===== src/design/timer0_defs.vh =====
// Register map, field positions, reset values and timing counts of the timer block.
`ifndef TIMER0_DEFS_VH
`define TIMER0_DEFS_VH

// Word indexes as printed; byte address is four times the index.
`define TMR_COUNT_IDX 10'h001
`define INT_CTRL_IDX 10'h00B
`define OPT_CFG_IDX 10'h081
`define IRQ_STATUS_IDX 10'h0C0
`define IRQ_MASK_IDX 10'h0C1
`define WDT_CMD_IDX 10'h0C2

// Field positions of option_config.
`define OPT_SRC_BIT 5
`define OPT_EDGE_BIT 4
`define OPT_PSA_BIT 3
`define OPT_RATE_HI 2
`define OPT_RATE_LO 0

// Field positions of interrupt_control.
`define INT_OVF_EN_BIT 5
`define INT_OVF_FLAG_BIT 2

// Event bits of the status and mask registers.
`define EVT_OVF_BIT 0
`define EVT_WDT_BIT 1
`define EVT_WIDTH 2

// Command register bit that stands for the watchdog-clear instruction.
`define WDT_CMD_CLR_BIT 0

// Reset values.
`define OPT_CFG_RST 8'hFF
`define INT_CTRL_RST 8'h00
`define TMR_COUNT_RST 8'h00

// Instruction cycles of increment suppression after a count write.
`define WR_INHIBIT_CYC 2'h2

// AHB transfer type and response codes.
`define HTRANS_NONSEQ 2'h2
`define HTRANS_SEQ 2'h3
`define HRESP_OKAY 1'h0

`endif


===== src/design/prescale_counter.v =====
// Shared 8-bit prescale counter with synchronous clear.
`timescale 1ns/100ps
module prescale_counter (
    // Clock, reset and enable.
    input wire hclk,
    input wire hresetn,
    input wire ce,
    // Control.
    input wire inc,
    input wire clr,
    // State.
    output reg [7:0] count_r
);

    always @(posedge hclk or negedge hresetn) begin
        if (!hresetn) begin
            count_r <= 8'h00;
        end else if (ce) begin
            // Clear wins over a count in the same cycle.
            if (clr) begin
                count_r <= 8'h00;
            end else if (inc) begin
                count_r <= count_r + 8'h01;
            end
        end
    end

endmodule


===== src/design/timer0_shared_prescaler.v =====
// Timer/counter with a prescaler shared with the watchdog, behind an AHB-Lite slave.
//
// The AHB-Lite register port is this design's own decision.
`timescale 1ns/100ps
`include "timer0_defs.vh"

module timer0_shared_prescaler (
    // Clock, reset and enable.
    input wire hclk,
    input wire hresetn,
    input wire ce,
    // AHB-Lite slave.
    input wire hsel,
    input wire [31:0] haddr,
    input wire [1:0] htrans,
    input wire hwrite,
    input wire [2:0] hsize,
    input wire [31:0] hwdata,
    input wire hready,
    output wire hreadyout,
    output wire hresp,
    output reg [31:0] hrdata,
    // External count pin.
    input wire timer_ext_clock_pin,
    // Watchdog side.
    input wire watchdog_timer_base_tick,
    output reg watchdog_timer_tick_r,
    output reg watchdog_clear_instr_r,
    // Interrupt.
    output wire irq
);

    ////////////////////////////////////////////////////////////////////////////////
    // Instruction-cycle phases.

    localparam [3:0] PH_ONE = 4'h1;
    localparam [3:0] PH_TWO = 4'h2;
    localparam [3:0] PH_THREE = 4'h4;
    localparam [3:0] PH_FOUR = 4'h8;

    reg [3:0] phase_r;
    reg [3:0] phase_nxt;

    always @* begin
        case (phase_r)
            PH_ONE: begin
                phase_nxt = PH_TWO;
            end
            PH_TWO: begin
                phase_nxt = PH_THREE;
            end
            PH_THREE: begin
                phase_nxt = PH_FOUR;
            end
            PH_FOUR: begin
                phase_nxt = PH_ONE;
            end
            default: begin
                phase_nxt = PH_ONE;
            end
        endcase
    end

    always @(posedge hclk or negedge hresetn) begin
        if (!hresetn) begin
            phase_r <= PH_ONE;
        end else if (ce) begin
            phase_r <= phase_nxt;
        end
    end

    wire phase_two = (phase_r == PH_TWO);
    wire phase_four = (phase_r == PH_FOUR);
    wire instr_tick = phase_four;

    ////////////////////////////////////////////////////////////////////////////////
    // Functions.

    // Mask of the low rate bits; all ones in them marks a prescaled watchdog tick.
    function [7:0] rate_mask;
        input [2:0] rate;
        begin
            rate_mask = (8'h01 << rate) - 8'h01;
        end
    endfunction

    // Word index of an AHB byte address.
    function [9:0] word_idx;
        input [31:0] addr;
        begin
            word_idx = addr[11:2];
        end
    endfunction

    ////////////////////////////////////////////////////////////////////////////////
    // Registers.

    reg [7:0] tmr_count_r;
    reg [7:0] tmr_count_nxt;
    reg [7:0] int_ctrl_r;
    reg [7:0] int_ctrl_nxt;
    reg [7:0] opt_cfg_r;
    reg [`EVT_WIDTH-1:0] irq_status_r;
    reg [`EVT_WIDTH-1:0] irq_status_nxt;
    reg [`EVT_WIDTH-1:0] irq_mask_r;
    reg [1:0] inhibit_r;
    reg [1:0] inhibit_nxt;

    wire timer_source_sel = opt_cfg_r[`OPT_SRC_BIT];
    wire ext_edge_sel = opt_cfg_r[`OPT_EDGE_BIT];
    wire prescaler_assign_sel = opt_cfg_r[`OPT_PSA_BIT];
    wire [2:0] prescale_rate_sel = opt_cfg_r[`OPT_RATE_HI:`OPT_RATE_LO];

    ////////////////////////////////////////////////////////////////////////////////
    // AHB-Lite slave: zero wait states, writes land at the end of the data phase.

    reg wr_pend_r;
    reg [9:0] wr_idx_r;

    wire ahb_act = hsel & hready & (htrans == `HTRANS_NONSEQ | htrans == `HTRANS_SEQ);
    wire ahb_wr = ahb_act & hwrite;
    wire ahb_rd = ahb_act & ~hwrite;
    wire [9:0] rd_idx = word_idx(haddr);

    assign hreadyout = 1'b1;
    assign hresp = `HRESP_OKAY;

    always @(posedge hclk or negedge hresetn) begin
        if (!hresetn) begin
            wr_pend_r <= 1'b0;
            wr_idx_r <= 10'h000;
        end else if (ce) begin
            wr_pend_r <= ahb_wr;
            wr_idx_r <= rd_idx;
        end
    end

    wire wr_tmr = wr_pend_r & (wr_idx_r == `TMR_COUNT_IDX);
    wire wr_int = wr_pend_r & (wr_idx_r == `INT_CTRL_IDX);
    wire wr_opt = wr_pend_r & (wr_idx_r == `OPT_CFG_IDX);
    wire wr_sts = wr_pend_r & (wr_idx_r == `IRQ_STATUS_IDX);
    wire wr_msk = wr_pend_r & (wr_idx_r == `IRQ_MASK_IDX);
    wire wr_cmd = wr_pend_r & (wr_idx_r == `WDT_CMD_IDX);
    wire wdt_clear = wr_cmd & hwdata[`WDT_CMD_CLR_BIT];

    // Read data is registered in the address phase; unmapped words read zero.
    always @(posedge hclk or negedge hresetn) begin
        if (!hresetn) begin
            hrdata <= 32'h00000000;
        end else if (ce && ahb_rd) begin
            case (rd_idx)
                `TMR_COUNT_IDX: begin
                    hrdata <= {24'h000000, tmr_count_r};
                end
                `INT_CTRL_IDX: begin
                    hrdata <= {24'h000000, int_ctrl_r};
                end
                `OPT_CFG_IDX: begin
                    hrdata <= {24'h000000, opt_cfg_r};
                end
                `IRQ_STATUS_IDX: begin
                    hrdata <= {30'h0, irq_status_r};
                end
                `IRQ_MASK_IDX: begin
                    hrdata <= {30'h0, irq_mask_r};
                end
                default: begin
                    hrdata <= 32'h00000000;
                end
            endcase
        end
    end

    ////////////////////////////////////////////////////////////////////////////////
    // Pin synchroniser and edge selection.

    reg pin_meta_r;
    reg pin_sync_r;
    reg pin_lvl_prev_r;

    // Inverting the pin turns falling edges into rising ones.
    wire pin_lvl = pin_sync_r ^ ext_edge_sel;
    wire pin_edge = pin_lvl & ~pin_lvl_prev_r;

    // The previous level starts high because a low pin with the reset edge bit reads high.
    always @(posedge hclk or negedge hresetn) begin
        if (!hresetn) begin
            pin_meta_r <= 1'b0;
            pin_sync_r <= 1'b0;
            pin_lvl_prev_r <= 1'b1;
        end else if (ce) begin
            pin_meta_r <= timer_ext_clock_pin;
            pin_sync_r <= pin_meta_r;
            pin_lvl_prev_r <= pin_lvl;
        end
    end

    ////////////////////////////////////////////////////////////////////////////////
    // Shared prescaler.

    wire [7:0] pre_count;
    wire pre_inc;
    wire pre_clr;

    // The prescaler follows the timer source or the watchdog base, never both.
    assign pre_inc = prescaler_assign_sel ? watchdog_timer_base_tick
                   : (timer_source_sel ? pin_edge : instr_tick);
    assign pre_clr = (wr_tmr & ~prescaler_assign_sel)
                   | (wdt_clear & prescaler_assign_sel);

    prescale_counter u_prescale (
        .hclk(hclk),
        .hresetn(hresetn),
        .ce(ce),
        .inc(pre_inc),
        .clr(pre_clr),
        .count_r(pre_count)
    );

    // Bit n of the count rises once every 2^(n+1) input events.
    wire pre_out_lvl = prescaler_assign_sel ? pin_lvl
                     : pre_count[prescale_rate_sel];

    // Watchdog tick: every base tick unprescaled, else once per 2^rate ticks.
    wire [7:0] wdt_mask = rate_mask(prescale_rate_sel);
    wire wdt_tick = watchdog_timer_base_tick
                  & (~prescaler_assign_sel
                  | ((pre_count & wdt_mask) == wdt_mask));

    always @(posedge hclk or negedge hresetn) begin
        if (!hresetn) begin
            watchdog_timer_tick_r <= 1'b0;
            watchdog_clear_instr_r <= 1'b0;
        end else if (ce) begin
            watchdog_timer_tick_r <= wdt_tick;
            watchdog_clear_instr_r <= wdt_clear;
        end
    end

    ////////////////////////////////////////////////////////////////////////////////
    // Phase sampling of the prescaler output.

    reg samp_two_r;
    reg samp_four_r;

    // Both samples start high, the reset level of the source, so reset makes no count.
    always @(posedge hclk or negedge hresetn) begin
        if (!hresetn) begin
            samp_two_r <= 1'b1;
            samp_four_r <= 1'b1;
        end else if (ce) begin
            if (phase_two) begin
                samp_two_r <= pre_out_lvl;
            end
            if (phase_four) begin
                samp_four_r <= pre_out_lvl;
            end
        end
    end

    // A rise before the phase-two sample or before the phase-four one counts once.
    wire sampled_event = phase_four & ((samp_two_r & ~samp_four_r)
                       | (pre_out_lvl & ~samp_two_r));

    // Plain timer mode without prescaler needs no sampling: it ticks once per instruction cycle.
    wire use_sampled = timer_source_sel | ~prescaler_assign_sel;
    wire count_event = use_sampled ? sampled_event : instr_tick;

    ////////////////////////////////////////////////////////////////////////////////
    // Counter, write inhibit and overflow.

    wire inc_ok = count_event & (inhibit_r == 2'h0);
    wire overflow = inc_ok & ~wr_tmr & (tmr_count_r == 8'hFF);

    always @* begin
        inhibit_nxt = inhibit_r;
        if (wr_tmr) begin
            inhibit_nxt = `WR_INHIBIT_CYC;
        end else if (instr_tick && inhibit_r != 2'h0) begin
            inhibit_nxt = inhibit_r - 2'h1;
        end
    end

    always @* begin
        tmr_count_nxt = tmr_count_r;
        // A software write beats an increment in the same cycle.
        if (wr_tmr) begin
            tmr_count_nxt = hwdata[7:0];
        end else if (inc_ok) begin
            tmr_count_nxt = tmr_count_r + 8'h01;
        end
    end

    always @* begin
        int_ctrl_nxt = int_ctrl_r;
        if (wr_int) begin
            int_ctrl_nxt = hwdata[7:0];
        end
        if (overflow) begin
            int_ctrl_nxt[`INT_OVF_FLAG_BIT] = 1'b1;
        end
    end

    always @* begin
        irq_status_nxt = irq_status_r;
        if (wr_sts) begin
            irq_status_nxt = irq_status_r & ~hwdata[`EVT_WIDTH-1:0];
        end
        // Setting wins over a write-one clear in the same cycle.
        if (overflow) begin
            irq_status_nxt[`EVT_OVF_BIT] = 1'b1;
        end
        if (wdt_tick) begin
            irq_status_nxt[`EVT_WDT_BIT] = 1'b1;
        end
    end

    always @(posedge hclk or negedge hresetn) begin
        if (!hresetn) begin
            tmr_count_r <= `TMR_COUNT_RST;
            int_ctrl_r <= `INT_CTRL_RST;
            opt_cfg_r <= `OPT_CFG_RST;
            irq_status_r <= {`EVT_WIDTH{1'b0}};
            irq_mask_r <= {`EVT_WIDTH{1'b0}};
            inhibit_r <= 2'h0;
        end else if (ce) begin
            tmr_count_r <= tmr_count_nxt;
            int_ctrl_r <= int_ctrl_nxt;
            irq_status_r <= irq_status_nxt;
            inhibit_r <= inhibit_nxt;
            // Only an option write moves the assignment; a count write never does.
            if (wr_opt) begin
                opt_cfg_r <= hwdata[7:0];
            end
            if (wr_msk) begin
                irq_mask_r <= hwdata[`EVT_WIDTH-1:0];
            end
        end
    end

    assign irq = |(irq_status_r & irq_mask_r);

endmodule


===== config.mk =====
export PLATFORM = sky130hd
export DESIGN_NAME = timer0_shared_prescaler
export DESIGN_NICKNAME = d
export VERILOG_FILES = /design/src/design/prescale_counter.v /design/src/design/timer0_shared_prescaler.v
export VERILOG_INCLUDE_DIRS = /design/src /design/src/design
export SDC_FILE = /design/constraint.sdc
export NUM_CORES = 1
export LEC_CHECK = 0
export ABC_AREA = 1
export BUFFER_PORTS_ARGS = -buffer_cell sky130_fd_sc_hd__buf_4
export CORE_MARGIN = 2
export CORE_UTILIZATION = 40
export CTS_BUF_LIST = sky130_fd_sc_hd__clkbuf_4
export DETAILED_ROUTE_END_ITERATION = 8
export PLACE_DENSITY = 0.66
export SLEW_MARGIN = 30
export SYNTH_ARGS = -nofsm -noshare
export SYNTH_HDL_FRONTEND = slang
export SYNTH_SLANG_ARGS = --single-unit

===== constraint.sdc =====
create_clock -name hclk -period 2.2 [get_ports hclk]
set_clock_uncertainty 0.2 [all_clocks]
set_input_delay 0.22 -clock hclk [delete_from_list [all_inputs] [get_ports hclk]]
set_output_delay 0.22 -clock hclk [all_outputs]
set_load 0.05 [all_outputs]

# Word level (Yosys, flattened, before mapping)
# Index checks and enable logic that the tools add are counted.
[op_classes]
add_sub_neg = 4
n_lt_le_gt_ge = 1
n_eq_ne = 19
n_shift = 1
n_mux = 19
n_bitwise = 37
reduce_logical = 22
[op_table]
columns = ["cell", "count"]
rows = [
  ["equality test 10 x 8 -> 1 bit, second input constant", 7],
  ["one-hot mux 8 bit (5 select lines)", 1],
  ["2-to-1 mux 8 bit", 4],
  ["AND reduction 2 bit", 11],
  ["AND 1 bit", 21],
  ["equality test 10 x 1 -> 1 bit, second input constant", 2],
  ["equality test 10 x 4 -> 1 bit, second input constant", 2],
  ["adder 8 x 1 -> 8 bit, second input constant", 2],
  ["nonzero test 2 bit", 7],
  ["one-hot mux 4 bit (3 select lines)", 1],
  ["AND 8 bit", 1],
  ["equality test 8 bit", 1],
  ["equality test 8 bit, second input constant", 1],
  ["2-to-1 mux 1 bit", 8],
  ["<< shifter 1 x 3 -> 8 bit, first input constant", 1],
  ["subtractor 8 x 1 -> 8 bit, second input constant", 1],
  ["2-to-1 mux 2 bit", 3],
  ["NOT 1 bit", 6],
  ["OR 1 bit", 5],
  ["AND 2 bit", 2],
  ["equality test 2 bit, second input constant", 2],
  ["equality test 4 x 1 -> 1 bit, second input constant", 1],
  ["equality test 4 x 2 -> 1 bit, second input constant", 1],
  ["equality test 4 x 3 -> 1 bit, second input constant", 1],
  ["other kinds (10)", 11],
]
[totals]
ff_bits = 92
input_bits = 77
output_inout_bits = 37
word_cells = 123

# Longest topological paths before layout
# Gate-level depths: netlist of the first run.
[depth]
depth_word = 12
ltp_mapped = 15
mapped_depth_nobuf = 14

# By module
# A second synthesis of the first run with hierarchy kept.
[hier_totals]
cells_unflattened = 526
area_unflattened_um2 = 4057.6
[by_module_without_submodules]
columns = ["mod", "instances", "cells_each", "area_per_inst_um2", "seq_area_each_um2"]
rows = [
  ["timer0_shared_prescaler", 1, 464, 3590.9, 1516.5],
  ["prescale_counter", 1, 62, 466.7, 200.2],
]

# Worst setup path after synthesis of the first run
# OpenSTA, ideal clock, no wires.
[synth_timing]
path_type = "reg-to-reg"
startpoint = "register opt_cfg_r[1]"
endpoint = "register irq_status_r[1]"
setup_time_ps = 127
arrival_ps = 1533
t_required_ps = 1873
slack_ps = 340
stages_incl_launch_ff = 12
n_path_buf = 1
synth_period_minus_slack_ps = 1860
cell_sequence = "dfstp_2 > buf_2 > inv_1 > nand3_1 > ha_1 > inv_1 > a21oi_1 > o2111ai_1 > nand4_1 > nand2_1 > nand3_1 > o21ai_0"
[synth_between]
elab_chain_len = 8
elab_cells_between_ends = 9
classes_between = "1 x add/sub; 1 x eq/ne; 1 x shift; 1 x mux; 3 x bitwise; 2 x reduce/logical"
[synth_lines]
columns = ["element", "line_no", "rtl"]
rows = [
  ["from (decl)", "timer0_shared_prescaler.v:102", "reg [7:0] opt_cfg_r;"],
  ["from (signal assigned)", "timer0_shared_prescaler.v:322", "opt_cfg_r <= `OPT_CFG_RST;"],
  ["from (signal assigned)", "timer0_shared_prescaler.v:333", "opt_cfg_r <= hwdata[7:0];"],
  ["<< shifter 1 x 3 -> 8 bit (*)", "timer0_shared_prescaler.v:83", "rate_mask = (8'h01 << rate) - 8'h01;"],
  ["subtractor 8 x 1 -> 8 bit (*)", "timer0_shared_prescaler.v:83", ""],
  ["AND 8 bit", "timer0_shared_prescaler.v:228", "| ((pre_count & wdt_mask) == wdt_mask));"],
  ["equality test 8 bit (*)", "timer0_shared_prescaler.v:228", ""],
  ["OR 1 bit (*)", "timer0_shared_prescaler.v:228", ""],
  ["AND 1 bit (*)", "timer0_shared_prescaler.v:227", "& (~prescaler_assign_sel"],
  ["nonzero test 2 bit (no source line)", "--", ""],
  ["AND reduction 2 bit (no source line)", "--", ""],
  ["to (signal assigned)", "timer0_shared_prescaler.v:323", "irq_status_r <= {`EVT_WIDTH{1'b0}};"],
  ["to (signal assigned)", "timer0_shared_prescaler.v:329", "irq_status_r <= irq_status_nxt;"],
  ["to (decl)", "timer0_shared_prescaler.v:103", "reg [`EVT_WIDTH-1:0] irq_status_r;"],
]
# Every way passes the cells marked *; elsewhere a longest branch is shown, timed or not.
# A chain may end at the register's enable or synchronous reset.

# Worst setup path after layout of the first run
[layout_timing]
startpoint = "input port haddr[7]"
endpoint = "register hrdata[4]"
[layout_between]
elab_chain_len = 2
elab_cells_between_ends = 6
classes_between = "5 x eq/ne; 1 x mux"
[layout_lines]
columns = ["element", "line_no", "rtl"]
rows = [
  ["from (decl)", "timer0_shared_prescaler.v:14", "input wire [31:0] haddr,"],
  ["equality test 10 x 8 -> 1 bit, or another cell as far along", "timer0_shared_prescaler.v:151", "case (rd_idx)"],
  ["one-hot mux 8 bit (5 select lines) (*)", "timer0_shared_prescaler.v:151", ""],
  ["to (signal assigned)", "timer0_shared_prescaler.v:153", "hrdata <= {24'h000000, tmr_count_r};"],
  ["to (signal assigned)", "timer0_shared_prescaler.v:156", "hrdata <= {24'h000000, int_ctrl_r};"],
  ["to (signal assigned)", "timer0_shared_prescaler.v:159", "hrdata <= {24'h000000, opt_cfg_r};"],
  ["to (decl)", "timer0_shared_prescaler.v:22", "output reg [31:0] hrdata,"],
]
# Marks and branches as above.

==> results of run 1 <==
kinds of logic after synthesis:
| logic type | after synthesis | share of synthesized area |
|---|---|---|
| AO/OA/AOI/OAI | 86 | 0.121 |
| XOR/XNOR | 9 | 0.0187 |
| adder cells (fa/ha/maj) | 4 | 0.0119 |
| buffers and inverters | 122 | 0.144 |
| flip-flops | 68 | 0.408 |
| other | 2 | 0.00179 |
| AND/OR/NAND/NOR | 261 | 0.294 |
flip-flops by register name, indices dropped and copies added, names as in the netlist, 2 cells and up:
register,cells
wr_idx_r,10
phase_r,4
u_prescale.count_r,8
int_ctrl_r,8
opt_cfg_r,8
irq_mask_r,2
inhibit_r,2
irq_status_r,2
hrdata,8
tmr_count_r,8
worst paths after layout:
| path | slack [ns] | to | startpoint | depth (start not counted) |
|---|---|---|---|---|
| max | 0.13 | hrdata[4] | haddr[7] | 9 |
| max in group asynchronous | 1.07 | opt_cfg_r[0] | hresetn | 3 |
| min | 0.10 | hrdata[6] | hresetn | 2 |
| min in group hclk | 0.22 | hrdata[3] | hready | 5 |
| max reg2reg | 0.20 | tmr_count_r[5] | opt_cfg_r[1] | 13 |
| min reg2reg | 0.29 | pin_meta_r | pin_meta_r | 2 |
metrics by stage:
step                      hold slack (ns)  utilization  setup slack (ns)  instance area, sq um  total power, W
after detailed placement           0.0343        0.440             0.220                  4520         0.00239
after CTS                           0.108        0.474             0.207                  4880         0.00315
after global placement             0.0276        0.440             0.234                  4520         0.00236
after global routing                0.120        0.474            0.0391                  4880         0.00331
after floorplan                    -0.276            -             0.340                  4300         0.00219
final                               0.105        0.474             0.128                  4880         0.00312
layer usage:
| layer | wire [um] | global-route usage | vias to the layer above |
|---|---|---|---|
| met3 | 640 | 0.0319 | 22 |
| met5 | 0 | 0 | - |
| li1 | - | - | 1845 |
| met4 | 182 | 0.0622 | 0 |
| met2 | 4650 | 0.299 | 131 |
| met1 | 4510 | 0.251 | 1700 |
layout by cell type (no fill, tap or decap), types with 13 or more instances in the layout:
cell type,instances
nor3_1,14
nor2_1,30
buf_4,45
dfrtp_1,56
o21ai_2,13
conb_1,26
dlygate4sd3_1,24
o21ai_0,52
nand2_1,144
nand3_1,35
inv_1,77
where the power goes:
part | switching, W | internal [W] | total [W]
sequential | 0.000117 | 0.00142 | 0.00154
clock | 0.000468 | 0.000253 | 0.000720
combinational | 0.000578 | 0.000287 | 0.000865
timing repair:
item	4_1_cts	5_1_grt
endpoints found under the hold margin	96	0
hold buffers	24	0
endpoints found under the setup margin	0	0
worst reg2reg max path, delay by kind of cell, from the launching register on:
family | cells | cell delay (ns)
flops | 1 | 0.62
buf+inv | 1 | 0.06
simple gates | 12 | 1.01
final cells by class:
cell class / instances / area [sq um] / area share
clock buffer: 11 / 82.6 / 0.0169
multi-input combinational: 386 / 1970 / 0.404
clock inverter: 5 / 30.0 / 0.00616
tap: 136 / 170 / 0.0349
sequential: 68 / 1720 / 0.352
timing repair buffer: 70 / 598 / 0.123
inverter: 81 / 307 / 0.0629
==> results.json, run 1 <==
{
  "worstPathCellList": "dlygate4sd3_1 -> buf_4 -> nor2_1 -> nand2_1 -> nor2_1 -> nand3_1 -> o22ai_1 -> o21ai_0 -> o21ai_0",
  "ys_top_cells_by_count": "nand2_1 (144), inv_1 (77), dfrtp_1 (56)",
  "drt-initial-drc-count": 205,
  "portBuffers": 37,
  "maxCapViolations": 0,
  "dp_cells": 717,
  "synth_largest_area_cell": "dfrtp_1",
  "vias_per_cell": 4.89,
  "worst_pin_slew_ns": 0.508,
  "grt_pass1_vias": 3445,
  "peakVddDrop_mv": 0.298,
  "n_antenna_cell": 0,
  "status": "finished clean",
  "wl_per_cell_um": 13.2,
  "initial_core_util": 0.409,
  "cts-root-buf": "clkbuf_4",
  "drc": 0,
  "slew_headroom": 0.661,
  "cts_sinks": 68,
  "min_period_over_period": 0.942,
  "track_usage": 0.185,
  "period_needed_ns": 2.07,
  "tns_ns": 0,
  "clk_latency_ns": 0.41,
  "cp_max_fo": 6,
  "die_h_um": 107,
  "synthFlopType": "dfrtp_1",
  "setup_viol": 0,
  "cts_resized": 0,
  "power.density_nw_per_um2": 640,
  "synth_edf_count": 0,
  "synth_top_cell_area_share": 0.333,
  "worst-path-buf-inv": 2,
  "startpoint_type": "primary input",
  "cp-end-kind": "flop",
  "final-max-slew-violation-count": 0,
  "ys_types": 43,
  "hold_violations": 0,
  "htree_levels": 3,
  "ioPinCount": 114,
  "critPathSlowestCell": "dlygate4sd3_1",
  "first_pass_iters": 5,
  "syn-instance-count": 552,
  "drive_above_1_share": 0.177,
  "yosysWarnings": 0,
  "overflow": 0,
  "core_sq_um": 10300,
  "grt_max_degree": 40,
  "antenna_found_initial": 0,
  "worstPathArrival_ns": 2.22,
  "grt_pass1_wl_um": 16500,
  "nets": 697,
  "syn_avg_cell_area_sq_um": 7.62,
  "syn_to_final_growth_pct": 15.9,
  "clk_pin_slew_ns": 0.12,
  "async_reset_ff_frac": 1.00,
  "final_cells": 757,
  "cts.path.max_buffers": 2,
  "hp-class": "primary input to async pin",
  "cts_setup_buffers": 0,
  "synth_most_common_cell": "nand2_1",
  "fmax_ghz": 0.483,
  "rsz0062_at_grt": "no",
  "die_area_sq_um": 11300,
  "leakage_nw": 2.28,
  "cts_tree": "yes",
  "hpwlAfterDp_um": 7200,
  "ys_ff_latch": 68,
  "yosysSeqAreaShare": 0.408,
  "synth.area.top_cells": "dfrtp_1 (33%), nand2_1 (13%), dfstp_2 (7.5%), inv_1 (6.9%), o21ai_0 (6.2%)",
  "ant_nets": 0,
  "wirelength_um": 9990,
  "cp.required_ns": 2.35,
  "path_class": "primary input to flop",
  "cpPeakStageDelay_ns": 0.53,
  "rows": 37,
  "gp_congestion": 0.859,
  "fillers": 1039,
  "fp.dieW_um": 107,
  "vias": 3698,
  "numCtsBuffers": 9,
  "path_delay_family": "simple AND/OR/NAND/NOR gates",
  "netlist_area_sq_um": 4210
}
No activity file was read; power rests on OpenSTA's default activity.
==> run 2, diff against run 1 <==
==> constraint.sdc (replaced) <==
create_clock -name hclk -period 2.2 [get_ports hclk]
set_clock_uncertainty 0.2 [all_clocks]
set_input_delay 0.44 -clock hclk [delete_from_list [all_inputs] [get_ports hclk]]
set_output_delay 0.44 -clock hclk [all_outputs]
set_load 0.05 [all_outputs]
==> results.json, run 2 (synthesis gave the netlist of run 1 again) <==
{
  "grt_max_degree": 42,
  "ioPinCount": 114,
  "fillers": 1031,
  "final_cell_mix": "nand2_1 (143), inv_1 (76), dfrtp_1 (56)",
  "gp_congestion": 0.868,
  "crit_path_start": "opt_cfg_r[0]",
  "fp.dieW_um": 107,
  "numCtsBuffers": 9,
  "vias": 3589,
  "rows": 37,
  "cp.required_ns": 2.30,
  "design_area_sq_um": 4650,
  "min_period_over_period": 0.912,
  "die_area_sq_um": 11300,
  "status": "finished clean",
  "tns_ns": 0,
  "worst-path-buf-inv": 1,
  "period_needed_ns": 2.01,
  "cts_sinks": 68,
  "drc": 0,
  "path_delay_family": "flip-flops",
  "largest_register": "wr_idx_r",
  "register_area_sq_um": 1720,
  "hp-class": "primary input to flop",
  "place_area_sq_um": 4520,
  "ant_nets": 0,
  "n_antenna_cell": 0,
  "final_common_cell": "nand2_1",
  "core_sq_um": 10300,
  "clk_latency_ns": 0.41,
  "wl_met3_um": 471,
  "overflow": 0,
  "htree_levels": 3,
  "grt_pass1_wl_um": 16200,
  "wl_met1_um": 4660,
  "vias_per_cell": 4.89,
  "cts.path.max_buffers": 2,
  "track_usage": 0.181,
  "initial_core_util": 0.409,
  "cts-root-buf": "clkbuf_4",
  "clk_pin_slew_ns": 0.11,
  "first_pass_iters": 7,
  "hpwlAfterDp_um": 7160,
  "cpPeakStageDelay_ns": 0.64,
  "routed.top_layer": "met4",
  "multi_input_area_sq_um": 1970,
  "drive_above_1_share": 0.186,
  "portBuffers": 37,
  "die_h_um": 107,
  "finalPower_w": 0.00306,
  "cp_common_cell": "nand2_1",
  "drt-initial-drc-count": 202,
  "setup_viol": 0,
  "worstReg2RegStart": "opt_cfg_r[0]",
  "fmax_ghz": 0.498,
  "peakVddDrop_mv": 0.256,
  "min-delay-start": "haddr[7]",
  "wl_per_cell_um": 13.2,
  "wirelength_um": 9680,
  "hold_violations": 0,
  "final-max-slew-violation-count": 0,
  "worstPathArrival_ns": 2.11,
  "largest_reg_flops": 10,
  "grt_pass1_vias": 3372,
  "cp-end-kind": "flop",
  "maxCapViolations": 0,
  "startpoint_type": "flop",
  "nets": 675,
  "cp_max_fo": 8,
  "antenna_found_initial": 0,
  "wl_met2_um": 4350,
  "path_class": "flop to flop",
  "rsz0062_at_grt": "no",
  "critPathSlowestCell": "dfstp_2",
  "leakage_nw": 2.19,
  "worstPathCellList": "nor2_1 -> nand2_1 -> ha_1 -> inv_1 -> xor2_1 -> nand3b_1 -> nand4_1 -> nand2_1 -> nand3_1 -> o21ai_0",
  "power.density_nw_per_um2": 657,
  "syn_to_final_growth_pct": 10.6,
  "cts_tree": "yes"
}
run 2: worst paths after layout:
check	cells after the start	slack (ns)	endpoint
worst max-delay path	10	0.19	irq_status_r[1]
worst min-delay path	3	0.04	wr_idx_r[5]
worst max register to register	10	0.19	irq_status_r[1]
worst min register to register	2	0.28	pin_meta_r
max in group asynchronous	3	0.90	phase_r[0]
min in group asynchronous	2	0.29	hrdata[4]
run 2: stage by stage:
stage               setup WS (ns)  utilization  hold slack, ns  instances
finish                      0.193        0.453          0.0351        734
global route               0.0169        0.453          0.0360        734
CTS                         0.168        0.452          0.0235        733
detailed placement          0.148        0.439           0.197        716
global placement            0.171        0.439           0.194        716
floorplan                   0.340            -         -0.0556        576
run 2: what timing repair did:
action	4_1_cts	5_1_grt
gates resized for setup	0	2
setup buffers	0	1
hold buffers	2	0
hold endpoints to repair	25	0
setup endpoints to repair	0	10
run 2: power by group:
part / internal (W) / switching, W
Clock: 0.000233 / 0.000452
Sequential: 0.00142 / 0.000120
Combinational: 0.000262 / 0.000570
Total: 0.00192 / 0.00114
run 2: layout make-up:
class / instances / area share
inverter: 81 / 0.0659
tap: 136 / 0.0366
clock buffer: 10 / 0.0161
multi-input combinational: 386 / 0.425
clock inverter: 5 / 0.00646
timing repair buffer: 48 / 0.0812
sequential: 68 / 0.369
run 2: per-layer routing:
| layer | vias to the layer above | global-route usage |
|---|---|---|
| met3 | 18 | 0.0239 |
| met5 | - | 0 |
| met1 | 1650 | 0.248 |
| li1 | 1807 | - |
| met2 | 114 | 0.289 |
| met4 | 0 | 0.0751 |
run 2: worst register-to-register path, cell delays in order, from the launching register on:
cell and delay [ns]:
dfstp_2 0.64, nor2_1 0.09, nand2_1 0.09, ha_1 0.17, inv_1 0.08, xor2_1 0.17
nand3b_1 0.11, nand4_1 0.11, nand2_1 0.07, nand3_1 0.09, o21ai_0 0.09
==> run 3, diff against run 2 <==
--- a/config.mk
+++ b/config.mk
@@ -7,12 +7,12 @@
 export NUM_CORES = 1
 export LEC_CHECK = 0
 export ABC_AREA = 1
-export BUFFER_PORTS_ARGS = -buffer_cell sky130_fd_sc_hd__buf_4
 export CORE_MARGIN = 2
 export CORE_UTILIZATION = 40
 export CTS_BUF_LIST = sky130_fd_sc_hd__clkbuf_4
 export DETAILED_ROUTE_END_ITERATION = 8
-export PLACE_DENSITY = 0.66
+export DONT_BUFFER_PORTS = 1
+export PLACE_DENSITY = 0.56
 export SLEW_MARGIN = 30
 export SYNTH_ARGS = -nofsm -noshare
 export SYNTH_HDL_FRONTEND = slang
==> results.json, run 3 (synthesis gave the netlist of run 1 again) <==
{
  "setup_ws_ns": 0.178,
  "rsz0062_at_grt": "yes",
  "path_class": "flop to flop",
  "cts_sinks": 68,
  "largest_reg_flops": 10,
  "gp_congestion": 0.850,
  "min_period_over_period": 0.919,
  "drc": 0,
  "hpwlAfterDp_um": 7220,
  "core_sq_um": 10300,
  "final_cells": 722,
  "numCtsBuffers": 9,
  "antenna_found_initial": 0,
  "initial_core_util": 0.409,
  "hold_violations": 0,
  "n_antenna_cell": 0,
  "htree_levels": 3,
  "grt_max_degree": 69,
  "startpoint_type": "flop",
  "grt_pass1_wl_um": 16900,
  "nets": 662,
  "wirelength_um": 10300,
  "crit_path_start": "opt_cfg_r[1]",
  "dp_slack_ns": 0.166,
  "cts.path.max_buffers": 2,
  "leakage_nw": 2.13,
  "overflow": 0,
  "period_needed_ns": 2.02,
  "ant_nets": 0,
  "min-delay-start": "hwdata[1]",
  "fp.dieW_um": 107,
  "power.density_nw_per_um2": 677,
  "cp-end-kind": "flop",
  "maxCapViolations": 0,
  "syn_to_final_growth_pct": 10.7,
  "setup_viol": 0,
  "dp_cells": 680,
  "ioPinCount": 114,
  "fmax_ghz": 0.495,
  "vias": 3529,
  "cp_max_fo": 9,
  "final-max-slew-violation-count": 0,
  "grt_pass1_vias": 3301,
  "cts-root-buf": "clkbuf_4",
  "peakVddDrop_mv": 0.465,
  "worstPathArrival_ns": 2.17,
  "die_h_um": 107,
  "drt-initial-drc-count": 250,
  "clk_latency_ns": 0.45,
  "worstReg2RegStart": "opt_cfg_r[1]",
  "clk_pin_slew_ns": 0.11,
  "cp.required_ns": 2.34,
  "finalPower_w": 0.00315,
  "first_pass_iters": 5,
  "status": "finished clean",
  "portBuffers": 0,
  "die_area_sq_um": 11300,
  "track_usage": 0.192,
  "largest_register": "wr_idx_r",
  "worst_pin_slew_ns": 0.516,
  "drive_above_1_share": 0.131,
  "rows": 37,
  "hp-class": "primary input to flop",
  "vias_per_cell": 4.89,
  "wl_per_cell_um": 14.2,
  "slew_headroom": 0.655,
  "final_common_cell": "nand2_1",
  "final_cell_mix": "nand2_1 (144), inv_1 (77), dfrtp_1 (56)",
  "cts_tree": "yes"
}
-- run 3: final cells by class --
cell class | instances | area, sq um
repair buffers | 35 | 350
flip-flops and latches | 68 | 1720
well taps | 136 | 170
multi-input cells | 386 | 1980
fillers | 1064 | 5620
clock inverters | 5 | 52.6
inverters | 81 | 307
clock buffers | 11 | 82.6
-- run 3: critical path: stages (launching register included) --
cell and delay, ns:
dfstp_2 0.58, buf_4 0.14, nand2_2 0.08, inv_2 0.06, nand2_1 0.04, nand3_1 0.08, nand2_1 0.10, nand2_1 0.11
nand3_2 0.07, nand2_2 0.07, nand2_2 0.06, nand2_4 0.13, nand2_4 0.10, nand2_1 0.08, nand2_1 0.04
-- run 3: metal layers --
| metal | track usage | vias up | wire length [um] |
|---|---|---|---|
| met5 | 0 | - | 0 |
| met4 | 0.0631 | 0 | 140 |
| met3 | 0.0411 | 13 | 550 |
| met2 | 0.304 | 89 | 4810 |
| met1 | 0.264 | 1638 | 4760 |
| li1 | - | 1789 | - |
-- run 3: per-stage QoR --
step	hold WS (ns)	setup TNS (ns)	utilization	instance area (sq um)
floorplan	-0.0556	0	-	4300
global placement	-0.0530	0	0.412	4230
detailed placement	-0.0533	0	0.412	4230
CTS	0.00763	0	0.451	4640
global route	0.0195	-0.0131	0.453	4660
finish	0.0221	0	0.453	4660
-- run 3: path summary, 6_finish.rpt --
check | endpoint | slack (ns) | depth (start not counted)
worst max-delay path | tmr_count_r[3] | 0.18 | 14
worst min-delay path | opt_cfg_r[1] | 0.02 | 2
worst max register to register | tmr_count_r[3] | 0.18 | 14
worst min register to register | pin_meta_r | 0.28 | 2
max in group asynchronous | opt_cfg_r[3] | 1.12 | 2
min in group asynchronous | phase_r[1] | 0.34 | 2
-- run 3: what timing repair did --
action / in CTS / in global routing
hold endpoints to repair: 106 / 0
buffers inserted: 0 / 2
hold buffers: 24 / 0
setup endpoints to repair: 0 / 2
resized for setup: 0 / 1
-- run 3: where the power goes --
part           leakage (nW)  internal [W]  total, W  switching [W]
Clock                0.0682      0.000365  0.000841       0.000476
Combinational          1.21      0.000227  0.000671       0.000445
Sequential            0.843       0.00142   0.00164       0.000223
